$ cat src/inc/diag_wdt_pkg.sv
// Constants and helpers shared by the diagnostic watchdog register bank
package diag_wdt_pkg;

  // ==========================================================
  // Register offsets
  localparam logic [5:0] OFS_WATCHDOG_CONTROL = 6'h11;
  localparam logic [5:0] OFS_INPUT0_LIMITS    = 6'h12;
  localparam logic [5:0] OFS_INPUT1_LIMITS    = 6'h13;
  localparam logic [5:0] OFS_DIE_TEMP_LIMITS  = 6'h14;
  localparam logic [5:0] OFS_ACCESS_PORT_SEL  = 6'h16;
  localparam logic [5:0] OFS_INVERT_SCRATCH   = 6'h18;
  localparam logic [5:0] OFS_LOT_ID_LOW       = 6'h19;

  // ==========================================================
  // Field positions
  localparam int unsigned WDT_ON_BIT    = 0;
  localparam int unsigned WATCHDOG_LOWER_BOUND_LSB    = 1;
  localparam int unsigned WATCHDOG_LOWER_BOUND_MSB    = 2;
  localparam int unsigned WATCHDOG_UPPER_BOUND_LSB    = 3;
  localparam int unsigned WATCHDOG_UPPER_BOUND_MSB    = 5;
  localparam int unsigned LIM_LO_LSB    = 0;
  localparam int unsigned LIM_LO_MSB    = 7;
  localparam int unsigned LIM_HI_LSB    = 8;
  localparam int unsigned LIM_HI_MSB    = 15;
  localparam int unsigned UART_MODE_BIT = 0;

  // ==========================================================
  // Reset values
  localparam logic [15:0] RST_WATCHDOG_CONTROL = 16'h0018;
  localparam logic [15:0] RST_LIMITS           = 16'hFF00;
  localparam logic [15:0] RST_ACCESS_PORT_SEL  = 16'h0000;
  localparam logic [15:0] RST_INVERT_SCRATCH   = 16'hFFFF;

  // ==========================================================
  // Timing: 125 MHz system clock, 1.2288 MHz oscillator, /1024 tick
  localparam logic [31:0] CLK_HZ     = 32'h0773_5940;
  localparam logic [31:0] OSC_HZ     = 32'h0012_C000;
  localparam logic [10:0] TICK_DIV   = 11'h400;
  localparam int unsigned TICK_W     = 13;
  localparam logic [1:0]  LOT_ID_SETTLE = 2'h3;

  // ==========================================================
  // Fault actions and ADC channel codes
  typedef enum logic [1:0] {
    ACT_NONE, ACT_DAC_CLEAR, ACT_ALARM_V, ACT_DAC_HIZ
  } fault_action_t;
  localparam logic [1:0] CH_INPUT0 = 2'h0;
  localparam logic [1:0] CH_INPUT1 = 2'h1;
  localparam logic [1:0] CH_TEMP   = 2'h2;

  // Upper window bound in ticks
  function automatic logic [TICK_W-1:0] upper_ticks(input logic [2:0] code);
    case (code)
      3'h0:    upper_ticks = 13'h0040;
      3'h1:    upper_ticks = 13'h0080;
      3'h2:    upper_ticks = 13'h0200;
      3'h3:    upper_ticks = 13'h0400;
      3'h4:    upper_ticks = 13'h0800;
      3'h5:    upper_ticks = 13'h0C00;
      3'h6:    upper_ticks = 13'h1000;
      default: upper_ticks = 13'h1800;
    endcase
  endfunction : upper_ticks

  // Lower window bound in ticks; zero means disabled
  function automatic logic [TICK_W-1:0] lower_ticks(input logic [1:0] code);
    case (code)
      2'h1:    lower_ticks = 13'h0040;
      2'h2:    lower_ticks = 13'h0080;
      2'h3:    lower_ticks = 13'h0200;
      default: lower_ticks = 13'h0000;
    endcase
  endfunction : lower_ticks

  // Stronger of two fault actions
  function automatic logic [1:0] act_max(input logic [1:0] a, input logic [1:0] b);
    act_max = (a > b) ? a : b;
  endfunction : act_max

endpackage : diag_wdt_pkg

$ cat src/hw/wdt_tick_divider.sv
// Watchdog tick generator: system clock to oscillator rate, then divide by 1024
`timescale 1ns/100ps
module wdt_tick_divider (
  // Clock and reset
  input  wire logic clk_i,
  input  wire logic rst_b_i,
  // Tick enable
  output logic      tick_o
);
  import diag_wdt_pkg::*;

  logic [31:0] phase;
  logic [9:0]  osc_cnt;
  logic        osc_en;

  // ==========================================================
  // Fractional accumulator: one pulse per oscillator period on average
  always_ff @(posedge clk_i or negedge rst_b_i) begin
    if (!rst_b_i) begin
      phase  <= 32'h0000_0000;
      osc_en <= 1'b0;
    end else if (phase + OSC_HZ >= CLK_HZ) begin
      phase  <= phase + OSC_HZ - CLK_HZ;
      osc_en <= 1'b1;
    end else begin
      phase  <= phase + OSC_HZ;
      osc_en <= 1'b0;
    end
  end

  // ==========================================================
  // Divide oscillator pulses by 1024
  always_ff @(posedge clk_i or negedge rst_b_i) begin
    if (!rst_b_i) begin
      osc_cnt <= 10'h000;
      tick_o  <= 1'b0;
    end else begin
      tick_o <= 1'b0;
      if (osc_en) begin
        osc_cnt <= osc_cnt + 10'h001;
        tick_o  <= (osc_cnt == 10'(TICK_DIV - 11'h001));
      end
    end
  end

endmodule : wdt_tick_divider

$ cat src/hw/limit_checker.sv
// Expanded high/low threshold comparison for one ADC channel
`timescale 1ns/100ps
module limit_checker (
  // Clock and reset
  input  wire logic        clk_i,
  input  wire logic        rst_b_i,
  // New conversion result
  input  wire logic        done_i,
  input  wire logic [11:0] data_i,
  // Threshold register
  input  wire logic [15:0] limits_i,
  // Violation flags, held until next result
  output logic             above_o,
  output logic             below_o
);
  import diag_wdt_pkg::*;

  logic [11:0] hi_lim;
  logic [11:0] lo_lim;

  assign hi_lim = {limits_i[LIM_HI_MSB:LIM_HI_LSB], 4'hF};
  assign lo_lim = {limits_i[LIM_LO_MSB:LIM_LO_LSB], 4'h0};

  always_ff @(posedge clk_i or negedge rst_b_i) begin
    if (!rst_b_i) begin
      above_o <= 1'b0;
      below_o <= 1'b0;
    end else if (done_i) begin
      above_o <= (data_i > hi_lim);
      below_o <= (data_i < lo_lim);
    end
  end

endmodule : limit_checker

$ cat src/hw/diag_watchdog_register_bank.sv
// Watchdog, threshold, access-select, scratch and lot id register bank
`timescale 1ns/100ps
module diag_watchdog_register_bank (
  // Clock and reset
  input  wire logic        clk_i,
  input  wire logic        rst_b_i,
  // Register access from serial front ends
  input  wire logic        reg_wr_i,
  input  wire logic        reg_rd_i,
  input  wire logic        reg_from_uart_i,
  input  wire logic [5:0]  reg_addr_i,
  input  wire logic [15:0] reg_wdata_i,
  output logic [15:0]      reg_rdata_o,
  output logic             reg_rvalid_o,
  // Lot identity strap
  input  wire logic [15:0] lot_id_i,
  // ADC results
  input  wire logic        adc_done_i,
  input  wire logic [1:0]  adc_chan_i,
  input  wire logic [11:0] adc_data_i,
  // Fault configuration from the alarm registers
  input  wire logic [1:0]  link_fault_action_i,
  input  wire logic [1:0]  input0_action_i,
  input  wire logic [1:0]  input1_action_i,
  input  wire logic [1:0]  temp_action_i,
  input  wire logic        timeout_fault_mask_i,
  input  wire logic        link_crc_error_i,
  input  wire logic        status_clear_i,
  // Fault status and action
  output logic             watchdog_status_o,
  output logic             crc_status_o,
  output logic             watchdog_timeout_o,
  output logic [5:0]       limit_status_o,
  output logic             uart_break_access_o,
  output diag_wdt_pkg::fault_action_t fault_action_o,
  output logic             alarm_trigger_o
);
  import diag_wdt_pkg::*;

  // ==========================================================
  // Registers and internal signals
  logic [2:0]        watchdog_upper_bound;
  logic [1:0]        watchdog_lower_bound;
  logic              watchdog_on;
  logic [15:0]       input0_limits;
  logic [15:0]       input1_limits;
  logic [15:0]       die_temp_limits;
  logic              uart_break_access;
  logic [15:0]       inverting_scratch;
  logic [15:0]       lot_unique_id_low;
  logic [15:0]       lot_id_meta;
  logic [15:0]       lot_id_sync;
  logic [1:0]        lot_id_wait;
  logic [TICK_W-1:0] wdt_count;
  logic              tick;
  logic              port_ok;
  logic              wr_ok;
  logic              wr_wdt;
  logic              wr_in0;
  logic              wr_in1;
  logic              wr_temp;
  logic              wr_inv;
  logic              service;
  logic              windowed;
  logic              early;
  logic              late;
  logic              next_timeout;
  logic [5:0]        viol;
  logic [15:0]       next_rdata;
  logic [1:0]        next_action;

  // ==========================================================
  // Access gating
  // The mode register is always readable but written only from UART; the rest only from the chosen port
  assign port_ok  = (reg_from_uart_i == uart_break_access);
  assign wr_ok    = reg_wr_i && port_ok;
  assign wr_wdt   = wr_ok && (reg_addr_i == OFS_WATCHDOG_CONTROL);
  assign wr_in0   = wr_ok && (reg_addr_i == OFS_INPUT0_LIMITS);
  assign wr_in1   = wr_ok && (reg_addr_i == OFS_INPUT1_LIMITS);
  assign wr_temp  = wr_ok && (reg_addr_i == OFS_DIE_TEMP_LIMITS);
  assign wr_inv   = wr_ok && (reg_addr_i == OFS_INVERT_SCRATCH);
  assign windowed = (watchdog_lower_bound != 2'h0);
  // Any accepted write services unless the window is on
  assign service  = windowed ? wr_wdt : wr_ok;

  // ==========================================================
  // Watchdog control register
  always_ff @(posedge clk_i or negedge rst_b_i) begin
    if (!rst_b_i) begin
      watchdog_upper_bound <= RST_WATCHDOG_CONTROL[WATCHDOG_UPPER_BOUND_MSB:WATCHDOG_UPPER_BOUND_LSB];
      watchdog_lower_bound <= RST_WATCHDOG_CONTROL[WATCHDOG_LOWER_BOUND_MSB:WATCHDOG_LOWER_BOUND_LSB];
      watchdog_on          <= RST_WATCHDOG_CONTROL[WDT_ON_BIT];
    end else if (wr_wdt) begin
      watchdog_upper_bound <= reg_wdata_i[WATCHDOG_UPPER_BOUND_MSB:WATCHDOG_UPPER_BOUND_LSB];
      watchdog_lower_bound <= reg_wdata_i[WATCHDOG_LOWER_BOUND_MSB:WATCHDOG_LOWER_BOUND_LSB];
      watchdog_on          <= reg_wdata_i[WDT_ON_BIT];
    end
  end

  // ==========================================================
  // Threshold registers
  always_ff @(posedge clk_i or negedge rst_b_i) begin
    if (!rst_b_i) begin
      input0_limits   <= RST_LIMITS;
      input1_limits   <= RST_LIMITS;
      die_temp_limits <= RST_LIMITS;
    end else begin
      if (wr_in0) begin
        input0_limits <= reg_wdata_i;
      end
      if (wr_in1) begin
        input1_limits <= reg_wdata_i;
      end
      if (wr_temp) begin
        die_temp_limits <= reg_wdata_i;
      end
    end
  end

  // ==========================================================
  // Access port select: UART break writes only
  always_ff @(posedge clk_i or negedge rst_b_i) begin
    if (!rst_b_i) begin
      uart_break_access <= RST_ACCESS_PORT_SEL[UART_MODE_BIT];
    end else if (reg_wr_i && reg_from_uart_i && (reg_addr_i == OFS_ACCESS_PORT_SEL)) begin
      uart_break_access <= reg_wdata_i[UART_MODE_BIT];
    end
  end

  // ==========================================================
  // Inverting scratch, stored already inverted
  always_ff @(posedge clk_i or negedge rst_b_i) begin
    if (!rst_b_i) begin
      inverting_scratch <= RST_INVERT_SCRATCH;
    end else if (wr_inv) begin
      inverting_scratch <= ~reg_wdata_i;
    end
  end

  // ==========================================================
  // Lot id strap: two flops before any use
  always_ff @(posedge clk_i or negedge rst_b_i) begin
    if (!rst_b_i) begin
      lot_id_meta <= 16'h0000;
      lot_id_sync <= 16'h0000;
    end else begin
      lot_id_meta <= lot_id_i;
      lot_id_sync <= lot_id_meta;
    end
  end

  // ==========================================================
  // Lot id captured once the strap has settled; never written
  always_ff @(posedge clk_i or negedge rst_b_i) begin
    if (!rst_b_i) begin
      lot_unique_id_low <= 16'h0000;
      lot_id_wait       <= 2'h0;
    end else if (lot_id_wait != LOT_ID_SETTLE) begin
      // Reloads until the synchroniser holds the strap
      lot_unique_id_low <= lot_id_sync;
      lot_id_wait       <= lot_id_wait + 2'h1;
    end
  end

  // ==========================================================
  // Watchdog timer
  wdt_tick_divider u_tick (
    .clk_i   (clk_i),
    .rst_b_i (rst_b_i),
    .tick_o  (tick)
  );

  assign late  = (wdt_count > upper_ticks(watchdog_upper_bound));
  assign early = (wdt_count < lower_ticks(watchdog_lower_bound));
  assign next_timeout = watchdog_on && (late || (windowed && wr_wdt && early));

  always_ff @(posedge clk_i or negedge rst_b_i) begin
    if (!rst_b_i) begin
      wdt_count <= '0;
    end else if (!watchdog_on || service || next_timeout) begin
      // Restart after a service or after an error so errors repeat per period
      wdt_count <= '0;
    end else if (tick) begin
      wdt_count <= wdt_count + 13'h0001;
    end
  end

  always_ff @(posedge clk_i or negedge rst_b_i) begin
    if (!rst_b_i) begin
      watchdog_timeout_o <= 1'b0;
    end else begin
      watchdog_timeout_o <= next_timeout;
    end
  end

  // ==========================================================
  // Sticky status flags; a new event wins over a clear
  always_ff @(posedge clk_i or negedge rst_b_i) begin
    if (!rst_b_i) begin
      watchdog_status_o <= 1'b0;
      crc_status_o      <= 1'b0;
    end else begin
      watchdog_status_o <= next_timeout || (watchdog_status_o && !status_clear_i);
      crc_status_o      <= link_crc_error_i || (crc_status_o && !status_clear_i);
    end
  end

  // ==========================================================
  // Threshold checks per channel
  limit_checker u_in0 (
    .clk_i    (clk_i),
    .rst_b_i  (rst_b_i),
    .done_i   (adc_done_i && (adc_chan_i == CH_INPUT0)),
    .data_i   (adc_data_i),
    .limits_i (input0_limits),
    .above_o  (viol[0]),
    .below_o  (viol[1])
  );

  limit_checker u_in1 (
    .clk_i    (clk_i),
    .rst_b_i  (rst_b_i),
    .done_i   (adc_done_i && (adc_chan_i == CH_INPUT1)),
    .data_i   (adc_data_i),
    .limits_i (input1_limits),
    .above_o  (viol[2]),
    .below_o  (viol[3])
  );

  limit_checker u_temp (
    .clk_i    (clk_i),
    .rst_b_i  (rst_b_i),
    .done_i   (adc_done_i && (adc_chan_i == CH_TEMP)),
    .data_i   (adc_data_i),
    .limits_i (die_temp_limits),
    .above_o  (viol[4]),
    .below_o  (viol[5])
  );

  always_ff @(posedge clk_i or negedge rst_b_i) begin
    if (!rst_b_i) begin
      limit_status_o <= 6'h00;
    end else begin
      limit_status_o <= viol;
    end
  end

  // ==========================================================
  // Fault action: strongest request among active faults
  always_comb begin
    next_action = ACT_NONE;
    if (!timeout_fault_mask_i && watchdog_status_o) begin
      next_action = act_max(next_action, link_fault_action_i);
    end
    if (crc_status_o) begin
      next_action = act_max(next_action, link_fault_action_i);
    end
    if (viol[1:0] != 2'h0) begin
      next_action = act_max(next_action, input0_action_i);
    end
    if (viol[3:2] != 2'h0) begin
      next_action = act_max(next_action, input1_action_i);
    end
    if (viol[5:4] != 2'h0) begin
      next_action = act_max(next_action, temp_action_i);
    end
  end

  always_ff @(posedge clk_i or negedge rst_b_i) begin
    if (!rst_b_i) begin
      fault_action_o  <= ACT_NONE;
      alarm_trigger_o <= 1'b0;
    end else begin
      fault_action_o  <= fault_action_t'(next_action);
      alarm_trigger_o <= (next_action != ACT_NONE);
    end
  end

  // ==========================================================
  // Read path: one cycle after the request
  always_comb begin
    next_rdata = 16'h0000;
    if (reg_addr_i == OFS_ACCESS_PORT_SEL) begin
      next_rdata[UART_MODE_BIT] = uart_break_access;
    end else if (port_ok) begin
      case (reg_addr_i)
        OFS_WATCHDOG_CONTROL: begin
          next_rdata[WATCHDOG_UPPER_BOUND_MSB:WATCHDOG_UPPER_BOUND_LSB] = watchdog_upper_bound;
          next_rdata[WATCHDOG_LOWER_BOUND_MSB:WATCHDOG_LOWER_BOUND_LSB] = watchdog_lower_bound;
          next_rdata[WDT_ON_BIT]            = watchdog_on;
        end
        OFS_INPUT0_LIMITS:   next_rdata = input0_limits;
        OFS_INPUT1_LIMITS:   next_rdata = input1_limits;
        OFS_DIE_TEMP_LIMITS: next_rdata = die_temp_limits;
        OFS_INVERT_SCRATCH:  next_rdata = inverting_scratch;
        OFS_LOT_ID_LOW:      next_rdata = lot_unique_id_low;
        default:             next_rdata = 16'h0000;
      endcase
    end
  end

  always_ff @(posedge clk_i or negedge rst_b_i) begin
    if (!rst_b_i) begin
      reg_rdata_o  <= 16'h0000;
      reg_rvalid_o <= 1'b0;
    end else begin
      reg_rvalid_o <= reg_rd_i;
      if (reg_rd_i) begin
        reg_rdata_o <= next_rdata;
      end
    end
  end

  always_ff @(posedge clk_i or negedge rst_b_i) begin
    if (!rst_b_i) begin
      uart_break_access_o <= 1'b0;
    end else begin
      uart_break_access_o <= uart_break_access;
    end
  end

endmodule : diag_watchdog_register_bank

$ cat config.mk
export PLATFORM = sky130hd
export DESIGN_NAME = diag_watchdog_register_bank
export DESIGN_NICKNAME = d
export VERILOG_FILES = /design/src/inc/diag_wdt_pkg.sv /design/src/hw/wdt_tick_divider.sv /design/src/hw/limit_checker.sv /design/src/hw/diag_watchdog_register_bank.sv
export SDC_FILE = /design/constraint.sdc
export NUM_CORES = 1
export LEC_CHECK = 0
export BUFFER_PORTS_ARGS = -buffer_cell sky130_fd_sc_hd__buf_2
export CORE_MARGIN = 1
export CORE_UTILIZATION = 40
export DETAILED_ROUTE_END_ITERATION = 10
export MAX_ROUTING_LAYER = met4
export PLACE_DENSITY = 0.66
export SYNTH_ARGS = -nofsm -noshare
export SYNTH_HDL_FRONTEND = slang
export SYNTH_SLANG_ARGS = --single-unit
$ cat constraint.sdc
create_clock -name clk_i -period 4.2 [get_ports clk_i]
set_input_delay 0.42 -clock clk_i [delete_from_list [all_inputs] [get_ports clk_i]]
set_output_delay 0.42 -clock clk_i [all_outputs]
set_load 0.005 [all_outputs]
==> PnR_summary.wiki <==
{| class="wikitable"
! Metric !! Value
|-
| Number of enable-type register cells in the synthesized netlist || 0
|-
| Largest vdd supply drop || about 260 uV
|-
| Final ANT Viol Nets || 0
|-
| Worst hold margin || ~0.023 ns
|-
| Post-CTS Repair Setup Buffers || 0
|-
| Syn avg cell area || 10.5 um2
|-
| Post_cts resized || 0
|-
| Drt first pass iters || 9
|-
| Number of design-rule violations left by the first detailed-router iteration || between 400 and 500
|-
| Critical path peak fanout || 3
|-
| Clock root buffer master || sky130_fd_sc_hd__clkbuf_16
|-
| Power per unit of standard cell area || 390 nW/um2
|-
| Setup repair after global routing missed its margin || false
|-
| Fraction of final layout cells with drive strength greater than 1 || 23.2%
|-
| Detailed-placement wirelength estimate || 17.3 mm
|-
| Syn Inst Count || 1023
|-
| Die outline width || 166 um
|-
| Setup crit end kind || flip-flop
|-
| Worst reg2reg startpoint || watchdog_status_o$_DFF_PN0_
|-
| Static Leak || 5.74 nW
|-
| Final Setup Violations || 0
|-
| Tightest slew margin relative to the limit || 30.7%
|-
| Number of global-route vias before repair || 7841
|-
| Highest-utilization routing layer at the global route stage || met2
|-
| CTS clk-pin slew, worst paths || about 0.070 ns
|-
| Required @ worst endpoint || approximately 4.6 ns
|-
| H-tree level count || 1
|-
| GR Util All Layers || 18.8%
|-
| Overflow left after global routing || 0
|-
| Number of distinct standard cells referenced by the synthesized netlist || 70
|-
| Initial cell density of the core || 41.1%
|-
| Last weighted congestion value of the routability-driven placer || 0.861
|-
| Clock latency on the worst-skew pair || just over 0.5 ns
|-
| Num CTS Buffers || 23
|-
| Global-route wire length before repair || 40.9 mm
|-
| Routed vias || 7781
|-
| Sequential cell area fraction in the yosys report || 48.8%
|-
| Critical Path Source Type || flip-flop
|-
| Fraction of registers with async set/reset || 100%
|-
| Share of the cycle needed by the critical path after routing || around 80%
|-
| Cell Count, Final, Fillers Out || 1484
|-
| Synth-to-Final Area Change || 16.6%
|-
| Pin count of the biggest net entering global routing || 113
|-
| Number of nets produced by synthesis || 1161
|-
| FF-to-FF setup slack || 0.88 ns
|-
| Data arrival at the endpoint of the critical path || 3.71 ns
|-
| Antenna violations before repair || 2
|-
| R2r worst-path depth || 16
|-
| Reported max-cap violation count || 0
|-
| Endpoint of the lowest-slack register-to-register path || alarm_trigger_o$_DFF_PN0_
|-
| Hold Path Class || in2async
|-
| Violations in the final reports || DRC
|-
| Hold violation count in the final report || 0
|-
| Average routed wire per standard cell || 16.8 um
|-
| CTS Buffer Depth || 3
|-
| GR met2 Demand/Resource || between 30% and 40%
|-
| CTS hold repair buffers || 13
|-
| Total DRC errors in the routed layout || 9
|-
| Standard cell core area || 26200 um2
|-
| Final Max Tran Viols || 0
|-
| Total negative slack || 0 ns
|-
| Input/output buffers || 98
|-
| Die height || 166 um
|-
| M1 GR Usage || 24.3%
|-
| Row count || 59
|-
| Area enclosed by the die boundary || ~28000 um2
|-
| Fin util || 47.9%
|-
| Crit Path Category || reg2reg
|-
| Time the final worst path needs with I/O delays and setup || 3.32 ns
|-
| Total number of yosys warnings || 0
|-
| Netlist area before placement || 10800 um2
|-
| Final Net Count || about 1300
|-
| Placed Cells incl. Taps || 1429
|-
| Final clock skew || 0.0187 ns
|-
| Highest achievable clock rate || between 300 and 400 MHz
|-
| TritonCTS Sinks || approximately 210
|-
| Met3 Use GR || under 10%
|-
| Total length of routed wires || 24.9 mm
|-
| Number of top-level pins || 99
|-
| TritonCTS clock tree || done
|-
| Status || finished with violations
|-
| Flip-flop and latch count after synthesis || 208
|-
| Post-DR vias/cell || 5.24
|-
| Actual slew at the worst max-slew pin || ~1.0 ns
|-
| Ys flop type || sky130_fd_sc_hd__dfrtp_1
|}
[sequential cells by signal (all words and copies together) (netlist names), 2 cells and up]
register,cells
u_tick.phase,26
die_temp_limits,16
input0_limits,16
input1_limits,16
inverting_scratch,16
lot_id_meta,16
lot_id_sync,16
lot_unique_id_low,16
reg_rdata_o,16
wdt_count,13
u_tick.osc_cnt,10
limit_status_o,6
watchdog_upper_bound,3
fault_action_o,2
lot_id_wait,2
watchdog_lower_bound,2
[layer usage]
metal	vias up	part of all wire (%)	wire length, um
met1	3790	46	11400
met4	0	1.3	324
met3	32	5.6	1390
met5	-	0	0
li1	3808	-	-
met2	151	47	11700
[per-stage QoR]
step                cell area, um2  setup WS, ns  power [W]
floorplan                    10800          1.04    0.00253
global placement             11600         0.829    0.00273
detailed placement           11600         0.760    0.00275
CTS                          12600         0.861    0.00496
global route                 12600         0.655    0.00513
finish                       12600         0.877    0.00490
[how the worst max path moves through the flow]
stage | end | slack (ns) | startpoint | cells after the start
6_report | alarm_trigger_o$_DFF_PN0_ | 0.88 | watchdog_status_o$_DFF_PN0_ | 16
5_1_grt | alarm_trigger_o$_DFF_PN0_ | 0.66 | watchdog_status_o$_DFF_PN0_ | 16
4_1_cts | alarm_trigger_o$_DFF_PN0_ | 0.86 | watchdog_status_o$_DFF_PN0_ | 16
3_5_place_dp | alarm_trigger_o$_DFF_PN0_ | 0.76 | timeout_fault_mask_i | 18
3_3_place_gp | alarm_trigger_o$_DFF_PN0_ | 0.83 | timeout_fault_mask_i | 18
2_1_floorplan | alarm_trigger_o$_DFF_PN0_ | 1.04 | timeout_fault_mask_i | 17
[synth_stat cells, drive strengths merged, types with 20 or more instances]
cell type,instances,area share (%)
a21oi,27,1.3
clkbuf,25,0.87
mux2,58,6.1
xnor2,42,3.4
mux2i,21,2.0
nand2,87,3.0
xor2,20,1.6
o21ai,66,3.1
a21o,32,2.2
nand3,29,1.4
dfstp,42,10
ha,69,8.0
nor2,61,2.1
dfrtp,166,39
inv,88,3.1
[cells by family after synthesis]
logic type	count (synthesis)	share of synthesized area [%]
simple gates	274	12.8
compound gates	207	12.8
mux	79	8.01
flops	208	48.8
buf+inv	124	4.60
fa+ha+maj	69	8.01
xor+xnor	62	5.04
[critical path: stages, from the launching register on]
cell                      delay, ns
sky130_fd_sc_hd__dfrtp_1       0.39
sky130_fd_sc_hd__a21o_1        0.21
sky130_fd_sc_hd__nand2_1       0.09
sky130_fd_sc_hd__ha_1          0.14
sky130_fd_sc_hd__nor2_1        0.05
sky130_fd_sc_hd__a31oi_1       0.25
sky130_fd_sc_hd__inv_1         0.08
sky130_fd_sc_hd__ha_1          0.26
sky130_fd_sc_hd__or3_1         0.34
sky130_fd_sc_hd__a32o_1        0.27
sky130_fd_sc_hd__inv_1         0.06
sky130_fd_sc_hd__ha_1          0.21
sky130_fd_sc_hd__nand2_1       0.05
sky130_fd_sc_hd__o21ai_0       0.06
sky130_fd_sc_hd__o21ai_0       0.08
sky130_fd_sc_hd__mux2_2        0.37
sky130_fd_sc_hd__or2_2         0.29
[area by class of cell]
type                            instances  area (um2)
Timing Repair Buffer                  120         709
Fill cell                            2373       13600
Multi-Input combinational cell        691        5020
Antenna cell                            2        5.00
Tap cell                              335         419
Inverter                               88         330
Sequential cell                       208        5260
Clock inverter                         10         184
Clock buffer                           30         632
[where the power goes]
part	switching [W]	internal, W
registers	0.0000755	0.00215
clock network	0.000813	0.00136
logic	0.000267	0.000222
total	0.00116	0.00374
[placed cells by master, fill, tap and decap left out, types with 25 or more instances in the layout]
master / n
sky130_fd_sc_hd__mux2_2: 58
sky130_fd_sc_hd__dfrtp_1: 166
sky130_fd_sc_hd__a21oi_1: 25
sky130_fd_sc_hd__buf_2: 97
sky130_fd_sc_hd__o21ai_0: 65
sky130_fd_sc_hd__nand2_1: 87
sky130_fd_sc_hd__a21o_1: 32
sky130_fd_sc_hd__nor2_1: 60
sky130_fd_sc_hd__xnor2_1: 42
sky130_fd_sc_hd__nand3_1: 28
sky130_fd_sc_hd__ha_1: 69
sky130_fd_sc_hd__dfstp_2: 42
sky130_fd_sc_hd__inv_1: 87
No activity file was read; power rests on OpenSTA's default activity.
